### src/hdl/elblf_pkg.sv
// Shared constants, bit maps and carrier types for the enable latch bank
package elblf_pkg;

  localparam int ELBLF_BUS_W = 4;
  localparam int ELBLF_SYNC_STAGES = 2;
  localparam int ELBLF_NUM_DRV = 4;
  localparam int ELBLF_NUM_RX = 2;
  localparam int ELBLF_NUM_BIST = 4;

  // Latch contents after a clear
  localparam logic [3:0] ELBLF_OE_RST = 4'h0;
  localparam logic [3:0] ELBLF_RX_RST = 4'h0;
  localparam logic [3:0] ELBLF_BIST_RST = 4'hf;

  // Shared-bus bit that feeds each driver enable: a1, a2, b1, b2
  localparam int ELBLF_OE_MAP [ELBLF_NUM_DRV] = '{0, 1, 2, 3};
  // Shared-bus bit that feeds each receive channel power enable: a, b
  localparam int ELBLF_RX_MAP [ELBLF_NUM_RX] = '{0, 2};
  // Shared-bus bit that feeds each self-test select: tx a, tx b, rx a, rx b
  localparam int ELBLF_BIST_MAP [ELBLF_NUM_BIST] = '{0, 1, 2, 3};

  // Field positions of the pin-level input group
  localparam int ELBLF_PIN_W = 8;
  localparam int ELBLF_PIN_BUS = 0;
  localparam int ELBLF_PIN_OE = 4;
  localparam int ELBLF_PIN_RX = 5;
  localparam int ELBLF_PIN_BIST = 6;
  localparam int ELBLF_PIN_DRST = 7;

  // Analog receive conditions of one channel, each active high
  typedef struct packed {
    logic freq_bad;
    logic amp_low;
    logic density_low;
  } elblf_cond_t;

  localparam int ELBLF_COND_W = 3;

endpackage

### src/hdl/elblf_sync.sv
// Two-stage synchroniser, one generate lane per bit
`timescale 1ns/100ps
module elblf_sync
  import elblf_pkg::*;
#(
  parameter int W = 1
) (
  input wire logic ref_clk,
  input wire logic rst,
  input wire logic [W-1:0] async_in,
  output logic [W-1:0] sync_out
);

  genvar i;
  generate
    for (i = 0; i < W; i++) begin : g_lane
      logic meta_r;
      logic hold_r;
      always_ff @(posedge ref_clk or posedge rst) begin
        if (rst) begin
          meta_r <= 1'b0;
          hold_r <= 1'b0;
        end else begin
          meta_r <= async_in[i];
          hold_r <= meta_r;
        end
      end
      assign sync_out[i] = hold_r;
    end
  endgenerate

endmodule

### src/hdl/elblf_latch.sv
// One strobe-gated enable latch with device-reset clear
`timescale 1ns/100ps
module elblf_latch
  import elblf_pkg::*;
#(
  parameter logic [3:0] RST_VAL = 4'h0,
  parameter bit CLR_ONLY_CLOSED = 1'b0
) (
  input wire logic ref_clk,
  input wire logic rst,
  input wire logic strobe,
  input wire logic [ELBLF_BUS_W-1:0] bus,
  input wire logic device_reset_n,
  output logic [ELBLF_BUS_W-1:0] latch_r
);

  logic clear;

  assign clear = !device_reset_n && (!CLR_ONLY_CLOSED || !strobe);

  // Clear wins over loading; while open the latch follows the bus,
  // after the strobe falls it keeps the last sampled pattern.
  always_ff @(posedge ref_clk or posedge rst) begin
    if (rst) begin
      latch_r <= RST_VAL;
    end else if (clear) begin
      latch_r <= RST_VAL;
    end else if (strobe) begin
      latch_r <= bus;
    end
  end

endmodule

### src/hdl/elblf_top.sv
// Enable latch bank for drivers, receive power and self-test, plus link fault outputs
//
// What this block does
// - While the output-enable strobe is high the driver enables follow the shared bus.
// - A driver enable bit at one turns its serial driver on and at zero powers it down.
// - On the fall of the output-enable strobe the last bus pattern is held until reopened or cleared by a low device reset.
// - A low device reset clears the output-enable latch so all drivers are off.
// - While the receive-power strobe is high the bus sets the receive power enables.
// - On the fall of the receive-power strobe the last bus pattern is kept.
// - A low device reset clears the receive power latch so both channels are off.
// - While the self-test strobe is high a zero bit selects self-test and a one normal data.
// - On the fall of the self-test strobe the last bus pattern is kept.
// - A low device reset while the self-test latch is closed turns self-test off everywhere.
// - Each link fault output is active low and is the OR of four receive conditions.
// - The other two conditions are low transition density and the channel powered off.
`timescale 1ns/100ps
module elblf_top
  import elblf_pkg::*;
(
  input wire logic ref_clk,
  input wire logic rst,
  input wire logic [ELBLF_BUS_W-1:0] shared_enable_bus,
  input wire logic output_enable_latch_strobe,
  input wire logic rx_power_latch_strobe,
  input wire logic selftest_latch_strobe,
  input wire logic device_reset_n,
  input wire elblf_cond_t rx_cond_chan_a,
  input wire elblf_cond_t rx_cond_chan_b,
  output logic [ELBLF_NUM_DRV-1:0] serial_driver_out_en,
  output logic [ELBLF_NUM_RX-1:0] rx_chan_power_en,
  output logic [ELBLF_NUM_BIST-1:0] selftest_normal,
  output logic link_fault_n_chan_a,
  output logic link_fault_n_chan_b
);

  logic [ELBLF_PIN_W-1:0] pin_raw;
  logic [ELBLF_PIN_W-1:0] pin_s;
  logic [2*ELBLF_COND_W-1:0] cond_s;
  elblf_cond_t cond_a_s;
  elblf_cond_t cond_b_s;
  logic [ELBLF_BUS_W-1:0] bus_s;
  logic oe_stb_s;
  logic rx_stb_s;
  logic bist_stb_s;
  logic drst_n_s;
  logic [ELBLF_BUS_W-1:0] oe_latch;
  logic [ELBLF_BUS_W-1:0] rx_latch;
  logic [ELBLF_BUS_W-1:0] bist_latch;
  logic [ELBLF_NUM_RX-1:0] rx_en;
  logic fault_a_nxt;
  logic fault_b_nxt;

  assign pin_raw = {device_reset_n, selftest_latch_strobe, rx_power_latch_strobe,
                    output_enable_latch_strobe, shared_enable_bus};

  // All pins are asynchronous to ref_clk
  elblf_sync #(.W(ELBLF_PIN_W)) u_pin_sync (
    .ref_clk(ref_clk),
    .rst(rst),
    .async_in(pin_raw),
    .sync_out(pin_s)
  );

  elblf_sync #(.W(2*ELBLF_COND_W)) u_cond_sync (
    .ref_clk(ref_clk),
    .rst(rst),
    .async_in({rx_cond_chan_b, rx_cond_chan_a}),
    .sync_out(cond_s)
  );

  assign bus_s = pin_s[ELBLF_PIN_BUS +: ELBLF_BUS_W];
  assign oe_stb_s = pin_s[ELBLF_PIN_OE];
  assign rx_stb_s = pin_s[ELBLF_PIN_RX];
  assign bist_stb_s = pin_s[ELBLF_PIN_BIST];
  assign drst_n_s = pin_s[ELBLF_PIN_DRST];
  assign cond_a_s = cond_s[ELBLF_COND_W-1:0];
  assign cond_b_s = cond_s[2*ELBLF_COND_W-1:ELBLF_COND_W];

  elblf_latch #(.RST_VAL(ELBLF_OE_RST), .CLR_ONLY_CLOSED(1'b0)) u_oe_latch (
    .ref_clk(ref_clk),
    .rst(rst),
    .strobe(oe_stb_s),
    .bus(bus_s),
    .device_reset_n(drst_n_s),
    .latch_r(oe_latch)
  );

  elblf_latch #(.RST_VAL(ELBLF_RX_RST), .CLR_ONLY_CLOSED(1'b0)) u_rx_latch (
    .ref_clk(ref_clk),
    .rst(rst),
    .strobe(rx_stb_s),
    .bus(bus_s),
    .device_reset_n(drst_n_s),
    .latch_r(rx_latch)
  );

  elblf_latch #(.RST_VAL(ELBLF_BIST_RST), .CLR_ONLY_CLOSED(1'b1)) u_bist_latch (
    .ref_clk(ref_clk),
    .rst(rst),
    .strobe(bist_stb_s),
    .bus(bus_s),
    .device_reset_n(drst_n_s),
    .latch_r(bist_latch)
  );

  genvar i;
  generate
    // Fixed driver mapping; one means driver on
    for (i = 0; i < ELBLF_NUM_DRV; i++) begin : g_drv
      assign serial_driver_out_en[i] = oe_latch[ELBLF_OE_MAP[i]];
    end
    for (i = 0; i < ELBLF_NUM_RX; i++) begin : g_rx
      assign rx_en[i] = rx_latch[ELBLF_RX_MAP[i]];
    end
    // One selects normal data, zero selects self-test
    for (i = 0; i < ELBLF_NUM_BIST; i++) begin : g_bist
      assign selftest_normal[i] = bist_latch[ELBLF_BIST_MAP[i]];
    end
  endgenerate

  assign rx_chan_power_en = rx_en;

  // Any of the four conditions pulls the fault low
  always_comb begin
    fault_a_nxt = cond_a_s.freq_bad | cond_a_s.amp_low | cond_a_s.density_low | !rx_en[0];
    fault_b_nxt = cond_b_s.freq_bad | cond_b_s.amp_low | cond_b_s.density_low | !rx_en[1];
  end

  // Channels are off after reset, so the fault shows from the start
  always_ff @(posedge ref_clk or posedge rst) begin
    if (rst) begin
      link_fault_n_chan_a <= 1'b0;
      link_fault_n_chan_b <= 1'b0;
    end else begin
      link_fault_n_chan_a <= !fault_a_nxt;
      link_fault_n_chan_b <= !fault_b_nxt;
    end
  end

endmodule

### config.mk
export PLATFORM = sky130hd
export DESIGN_NAME = elblf_top
export DESIGN_NICKNAME = d
export VERILOG_FILES = /design/src/hdl/elblf_pkg.sv /design/src/hdl/elblf_sync.sv /design/src/hdl/elblf_latch.sv /design/src/hdl/elblf_top.sv
export SDC_FILE = /design/constraint.sdc
export NUM_CORES = 1
export LEC_CHECK = 0
export ABC_AREA = 0
export BUFFER_PORTS_ARGS = -buffer_cell sky130_fd_sc_hd__buf_2
export CORE_MARGIN = 2
export CORE_UTILIZATION = 54
export DETAILED_ROUTE_END_ITERATION = 12
export PLACE_DENSITY = 0.78
export SYNTH_ARGS = -nofsm -noshare
export SYNTH_HDL_FRONTEND = slang
export SYNTH_SLANG_ARGS = --single-unit
### constraint.sdc
create_clock -name ref_clk -period 2.8 [get_ports ref_clk]
set_clock_uncertainty 0.2 [all_clocks]
set_input_delay 0.7 -clock ref_clk [delete_from_list [all_inputs] [get_ports ref_clk]]
set_output_delay 0.7 -clock ref_clk [all_outputs]
set_load 0.05 [all_outputs]
Yosys cells after proc, flatten, opt, wreduce, memory -nomap -nowiden --
Cells that the tools add are included.
Cells by class: shifts and indexed selects 0, bitwise gates (word level) 6, $add $sub $neg 0, equality and inequality tests 2, muxes and demuxes 6, magnitude comparators 0, reductions and logical operators 8, divide/modulo/power cells 0, multipliers 0
Operators by type and width (count):
- two-way mux 4 bit | 4
- zero test 1 bit | 6
- two-way mux 3 bit | 2
- bitwise OR 1 bit | 6
- != test 2 x 1 -> 1 bit, second input constant | 2
- nonzero test 2 bit | 1
- logical AND 1 bit | 1
Storage, ports and cells: RAM bits 0, memories 0, latch bits 0, bits in read-only memories 0, bits in registers 41, bits of input ports 16

Depth between registers and ports, before layout --
Gate-level depths: netlist of the first run.
word-level depth 4, mapped depth 3, depth with buffers taken out 2

Cells and area by module --
From an unflattened synthesis of the first run, not the netlist that was laid out.
Second synthesis, totals: cell total of the unflattened synthesis 95, area total of the unflattened synthesis 1462.7 µm²
By module, submodules not included:
- elblf_sync at u_pin_sync | area an instance 464.2 µm², times used 1, cells each 25
- elblf_latch at u_oe_latch ... | area an instance 180.2 µm², times used 2, cells each 14
- elblf_sync at u_cond_sync | area an instance 349.1 µm², times used 1, cells each 19
- elblf_latch at u_bist_latch | area an instance 205.2 µm², times used 1, cells each 18
- elblf_top | area an instance 83.8 µm², times used 1, cells each 5

Worst setup path before layout of the first run --
OpenSTA, ideal clock, no wires.
path type register -> output, start point register u_bist_latch.latch_r[3], end point output port selftest_normal[3], cell stages (with the launch flop) 1, buffers on the path 0, arrival 0.672 ns, setup slack 1.228 ns, path through dfstp_2
RTL lines:
- from (decl) | RTL line elblf_latch.sv:14 | output logic [ELBLF_BUS_W-1:0] latch_r
- from (signal assigned) | RTL line elblf_latch.sv:29 | latch_r <= bus;
- to (decl) | RTL line elblf_top.sv:31 | output logic [ELBLF_NUM_BIST-1:0] selftest_normal,
No word-level cell between the ends.

Worst setup path after layout of the first run --
start point register u_bist_latch.latch_r[0], end point output port selftest_normal[0]
No word-level cell between the ends.

==> summary.txt, run 1 <==
Status
  – Status: finished clean

Synthesis
  – Syn_nets: 85
  – Mapped Avg Cell Area: ~18 sq um
  – Distinct cells, synth: 11
  – FF+latch count, synth: 40
  – Post-Syn Area: 1220 sq um
  – Syn. warnings: 0
  – Sequential share of the synthesized area: approximately 83%
  – Synth Instances: 69

Route
  – DR iter-0 viols: 0
  – Via count: roughly 600
  – DRT antenna net count: 0
  – Final WL: roughly 1700 um
  – Via density: between 4 and 5
  – Drt pass-1 iters: 1
  – DR WL/cell: around 13 um
  – DRC violations left: 0

Power
  – VDD IR max: 421 uV
  – Power per cell area: ~670 nW/um^2
  – Leakage power: a little over 0.7 nW

Cells and area
  – Syn-to-layout area delta: 16.8%
  – Layout Cells excl Fill: between 100 and 150
  – Fin nets: ~120
  – # diodes: 0
  – Most frequent cells in the layout: 36 x dfrtp_1, 27 x buf_2, 6 x mux2i_1, 6 x nor2b_1
  – Most common cell after layout, fill and taps aside: dfrtp_1
  – Share of cells above drive strength 1: roughly two fifths

Setup path
  – Worst stage delay on the critical path: around 0.56 ns
  – Start of the worst register-to-register path: u_pin_sync.g_lane[4].hold_r
  – Crit Path Category: flop to output port
  – Slowest stage cell, crit path: dfstp_2
  – Critical Path RT: roughly 1.9 ns
  – Crit path launch type: flop
  – Crit path max fanout: 2
  – CP Cell Sequence: buf_2
  – Crit path launch: u_bist_latch.latch_r[0]
  – Critical Path AT: roughly 1.1 ns
  – Buf+Inv Stages, Crit Path: 1
  – Crit path max-delay family: flip-flops
  – Crit end category: output port

GRT
  – Initial antenna violation count: 0
  – Largest net degree at the start of global routing: 41
  – GRT met1 Usage: 18.8%
  – First-pass GRT wire length: ~2900 um
  – Overall Global Routing Usage: ~16%
  – Met3 usage: roughly 4.3%
  – Vias in the first global route: roughly 650
  – Met2 global-route usage: about 26%
  – Busiest layer in global routing: met2
  – Grt ovf: 0

Clocking
  – Total clock sinks: 40
  – Post-CTS sizing: 0
  – Clock buffer depth: 2
  – Post-CTS setup buffers: 0
  – CTS tree: built
  – Clk slew on worst S/H paths: ~0.10 ns
  – Root Driver: clkbuf_4
  – Hold-fix buffer count after cts: 0
  – CTS Buf Count: 5
  – H-tree Lvls: 2
  – Clk_lat worst skew: ~0.32 ns

Die
  – Rows: 17
  – Ports: 28
  – Core Region: roughly 2200 sq um
  – Starting Density: between 50% and 60%
  – Die Height: 51.5 um
  – DIE WIDTH: slightly above 50 um
  – Die ar.: ~2700 sq um

Timing
  – Worst setup margin: just under 0.8 ns
  – Final setup violation count: 0
  – Max_slew headroom: 69.0%
  – Slew Limit Fails: 0
  – Setup_tns: 0 ns
  – Final worst path period need: 2.03 ns
  – Unrepaired setup endpoints after global routing: no
  – Count of final hold-check violations: 0
  – Transition time of the tightest slew-check pin: between 0.4 and 0.5 ns
  – Fin crit share: around 72%
  – Highest clock rate: between 400 and 500 MHz
  – Fin Hold WS: approximately 0.16 ns

Hold path
  – Hold path startpoint: u_cond_sync.g_lane[5].meta_r
  – Hold/Removal Path Class: flop to flop

Placed design
  – Post-DP HPWL: between 1000 and 1500 um
  – Routability Congestion: about 0.66
  – Dpl ws: between 1 and 1.5 ns
  – DP Cell Count: around 120
  – Port bufs: 27

Flow run
  – Max cap viols: 0
## final timing paths
| path | endpoint | slack (ns) | cells after the start |
|---|---|---|---|
| worst min-delay path | u_cond_sync.g_lane[5].hold_r | 0.16 | 0 |
| worst min register to register | u_cond_sync.g_lane[5].hold_r | 0.16 | 0 |
| min in group asynchronous | u_pin_sync.g_lane[1].meta_r | 0.27 | 3 |
| worst max-delay path | selftest_normal[0] | 0.77 | 1 |
| max in group asynchronous | u_bist_latch.latch_r[2] | 1.78 | 3 |
| worst max register to register | u_oe_latch.latch_r[2] | 1.69 | 2 |
## area by class of cell
| class | count | area [sq um] |
|---|---|---|
| sequential | 40 | 1010 |
| fill | 178 | 746 |
| multi-input combinational | 22 | 175 |
| timing repair buffer | 28 | 143 |
| clock buffer | 6 | 41.3 |
| tap | 28 | 35.0 |
| inverter | 5 | 18.8 |
| clock inverter | 1 | 5.00 |
## report_power, final
| part | switching (mW) | internal (mW) |
|---|---|---|
| Sequential | 0.0180 | 0.610 |
| Clock | 0.151 | 0.0925 |
| Combinational | 0.0556 | 0.0250 |
| Total | 0.224 | 0.728 |
## flip-flops by register name, summed over array words and instances (netlist names)
| name | cells |
|---|---|
| u_cond_sync.g_lane.hold_r | 6 |
| u_bist_latch.latch_r | 4 |
| u_rx_latch.latch_r | 2 |
| u_pin_sync.g_lane.hold_r | 8 |
| u_oe_latch.latch_r | 4 |
| u_cond_sync.g_lane.meta_r | 6 |
| link_fault_n_chan_a | 1 |
| u_pin_sync.g_lane.meta_r | 8 |
| link_fault_n_chan_b | 1 |
## synthesized netlist by cell type
| cell type | n | share of area (%) |
|---|---|---|
| dfrtp_1 | 36 | 74 |
| nor2b_1 | 6 | 3.1 |
| nor3b_2 | 2 | 2.1 |
| mux2i_1 | 6 | 4.9 |
| dfstp_2 | 4 | 8.6 |
| nor4b_1 | 2 | 1.4 |
| buf_4 | 1 | 0.62 |
| buf_6 | 1 | 0.92 |
| nor3b_1 | 2 | 1.2 |
| a21oi_1 | 4 | 1.6 |
| inv_1 | 5 | 1.5 |
## cells by family after synthesis
family,count (synthesis),synth area share (%)
AOI/OAI and AO/OA,4,1.64
DFF,40,82.5
and+or+nand+nor,12,7.80
muxes,6,4.93
buffers and inverters,7,3.08
## per-stage QoR
step	util, %	area, sq um	power [mW]
floorplan	-	1220	0.694
detailed placement	63.5	1380	0.722
finish	65.6	1420	0.952
CTS	65.6	1420	0.967
global placement	63.5	1380	0.716
global route	65.6	1420	1.00
## metal layers
metal,vias to the layer above,wire length (um)
met2,17,901
met4,0,25
met5,-,0
met3,5,77
li1,285,-
met1,296,660
Note: power is estimated with default switching activity, not from simulation.
==> run 2: changes to the inputs <==
- ABC_AREA: 0 -> 1
- CORE_UTILIZATION: 54 -> 46
- PLACE_DENSITY: 0.78 -> 0.7
- clock period: 2.8 -> 1.7 ns (I/O delays scaled with it)
==> summary.txt, run 2 <==
Synthesis
  – Post-Syn Area: 1240 sq um (+1.6%)
  – Area leader, netlist: dfrtp_1
  – Post-synth top cells: 36 x dfrtp_1, 18 x inv_1, 14 x nand2_1, 11 x nand3_1, 4 x dfstp_2
  – Synth Instances: 92 (+33%)
  – Asr flop ratio synth: 100% (unchanged)
  – FF+latch count, synth: 40 (unchanged)
  – Most used DFF post-synth: dfrtp_1
  – Mapped Avg Cell Area: 13.5 sq um (-24%)
  – Most frequent cell after synthesis: dfrtp_1
  – Number of synthesized flops with an enable pin: 0 (unchanged)
  – Area fraction of the dominant cell type after synthesis: 72.7% (-1.2 points)
  – Distinct cells, synth: 11 (unchanged)
  – Sequential share of the synthesized area: 81.2% (-1.3 points)
  – Syn. warnings: 0 (unchanged)
  – Syn_nets: 108 (+27%)
  – Top cells by area, synth: dfrtp_1 73%, dfstp_2 8.5%, inv_1 5.5%

Timing
  – Count of final hold-check violations: 0 (unchanged)
  – Slew Limit Fails: 0 (unchanged)
  – Highest clock rate: roughly 610 MHz
  – Unrepaired setup endpoints after global routing: yes
  – Fin Hold WS: 0.158 ns (+0.00189 ns)
  – Max_slew headroom: 69.1% (+0.15 points)
  – Transition time of the tightest slew-check pin: 0.463 ns (-0.00219 ns)
  – Fin crit share: 97.1%
  – Setup_tns: 0 ns (unchanged)
  – Final worst path period need: between 1.5 and 2 ns
  – Worst setup margin: 0.0485 ns (-0.723 ns)
  – Final setup violation count: 0 (unchanged)

Clocking
  – Total clock sinks: 40 (unchanged)
  – CTS Buf Count: 5 (unchanged)
  – H-tree Lvls: 2 (unchanged)
  – Root Driver: clkbuf_4
  – CTS tree: built
  – Clock buffer depth: 2 (unchanged)
  – Clk_lat worst skew: 0.33 ns (about the same)
  – Clk slew on worst S/H paths: 0.10 ns (about the same)

Route
  – DRC violations left: 0 (unchanged)
  – DRT antenna net count: 0 (unchanged)
  – Final WL: 1840 um (+11%)
  – DR WL/cell: 10.7 um (-17%)
  – DR iter-0 viols: 8 (+8)
  – Via density: 4.38 (-5.5%)
  – Via count: 758 (+26%)
  – Drt pass-1 iters: 4 (+3)

Setup path
  – Critical Path RT: 1.07 ns (-0.83 ns)
  – Worst stage delay on the critical path: 0.55 ns (about the same)
  – Critical Path AT: 1.03 ns (-0.10 ns)
  – Crit path max-delay family: flip-flops
  – CP Cell Sequence: buf_6
  – Crit path max fanout: 2 (unchanged)
  – Crit path launch type: flop
  – Slowest stage cell, crit path: dfstp_2
  – Buf+Inv Stages, Crit Path: 1 (unchanged)
  – Crit Path Category: flop to output port
  – Crit end category: output port

Power
  – Switching share of power: 24.7% (+1.1 points)
  – Power per cell area: 995 nW/um^2 (+49%)
  – Leakage power: 0.878 nW (+24%)
  – Seq pwr share: 62.7% (-3.3 points)
  – Internal power: 1.24 mW (+70%)
  – Gate power share: 10.9% (+2.4 points)
  – Clk pwr share: 26.3% (+0.8 points)
  – Power, Total: 1.65 mW (+73%)
  – VDD IR max: 799 uV (+90%)
  – NetSw: 407 uW (+82%)

Placed design
  – Dpl ws: 0.315 ns (-0.809 ns)
  – Port bufs: 27 (unchanged)
  – DP Cell Count: 149 (+21%)
  – Post-DP HPWL: 1140 um (-5.2%)
  – Routability Congestion: 0.669 (+1.6%)

Cells and area
  – # diodes: 0 (unchanged)
  – Layout Cells excl Fill: 173 (+33%)
  – Most common cell after layout, fill and taps aside: dfrtp_1
  – Syn-to-layout area delta: 33.7%
  – Top flop regs: u_pin_sync.g_lane.hold_r x8, u_pin_sync.g_lane.meta_r x8
  – Most frequent cells in the layout: 36 x dfrtp_1, 23 x buf_2, 18 x inv_1, 15 x dlygate4sd3_1, 14 x nand2_1
  – Fin nets: 158 (+34%)
  – # fillers: 179 (+0.56%)
  – Share of cells above drive strength 1: 28.7% (-11 points)

GRT
  – Grt ovf: 0 (unchanged)
  – Vias in the first global route: 762 (+17%)
  – First-pass GRT wire length: 3270 um (+14%)
  – Largest net degree at the start of global routing: 41 (unchanged)
  – Overall Global Routing Usage: 14.5% (-1.3 points)
  – Initial antenna violation count: 0 (unchanged)

Die
  – Rows: 18 (+1)
  – Core Region: 2520 sq um (+16%)
  – Die ar.: 3120 sq um (+18%)
  – Ports: 28 (unchanged)
  – DIE WIDTH: 55.9 um (+8.5%)
  – Die Height: 55.9 um (+8.5%)
  – Starting Density: 49.1% (-7.1 points)

Hold path
  – Hold/Removal Path Class: flop to flop

Status
  – Status: finished clean

Flow run
  – Max cap viols: 0 (unchanged)
-- run 2: changes by cell type in the layout (fill, tap and decap cells not counted), moves of 3 or more --
cell and delta:
a21oi_1 -4, buf_2 -4, buf_6 +3, dlygate4sd3_1 +15, inv_1 +13, mux2i_1 -6, nand2_1 +14, nand3_1 +11
nor2b_1 -6
-- run 2: final timing paths --
check | start | endpoint | slack [ns] | cells after the start
max in group asynchronous | rst | u_bist_latch.latch_r[3] | 0.54 | 4
min | u_cond_sync.g_lane[1].meta_r | u_cond_sync.g_lane[1].hold_r | 0.16 | 0
min in group asynchronous | rst | u_pin_sync.g_lane[5].hold_r | 0.50 | 4
min reg2reg | u_cond_sync.g_lane[1].meta_r | u_cond_sync.g_lane[1].hold_r | 0.16 | 0
max | u_bist_latch.latch_r[0] | selftest_normal[0] | 0.05 | 1
max reg2reg | u_pin_sync.g_lane[7].hold_r | u_rx_latch.latch_r[2] | 0.49 | 2
-- run 2: logic make-up after synthesis --
logic type      count (synthesis)  share of synthesized area [%]
compound gates                  3                           1.52
buf+inv                        19                           6.36
flops                          40                           81.2
simple gates                   30                           10.9
-- run 2: repair_timing --
action | CTS | global route
resized for setup | 8 | 1
hold buffers | 15 | 0
hold endpoints to repair | 50 | 0
buffers inserted | 0 | 1
endpoints found under the setup margin | 4 | 4
-- run 2: metal layers --
layer  up-vias  share of wire (%)  global-route usage [%]
met2        26                 49                    22.3
met5         -                  0                       0
met3         3                5.7                    5.12
met1       353                 44                    17.5
met4         0                1.5                    9.18
li1        376                  -                       -
-- run 2: through the flow --
| step | instance area [sq um] | utilization, % |
|---|---|---|
| final | 1660 | 65.7 |
| after global routing | 1660 | 65.7 |
| after CTS | 1650 | 65.2 |
| after detailed placement | 1420 | 56.3 |
| after global placement | 1420 | 56.3 |
| after floorplan | 1240 | - |
-- run 2: area by class of cell --
type	count	area (sq um)	share of cell area, %
inverter	18	67.6	4.08
timing repair buffer	44	342	20.6
sequential	40	1010	60.7
multi-input combinational	33	154	9.29
tap	30	37.5	2.27
clock buffer	7	45.0	2.72
clock inverter	1	5.00	0.302
-- run 2: power groups by stage --
stage,clock [mW],combinational [mW],sequential [mW]
global route,0.508,0.198,1.04
global placement,0,0.141,1.05
detailed placement,0,0.144,1.05
floorplan,0,0.0446,1.10
CTS,0.461,0.179,1.03
finish,0.434,0.180,1.03
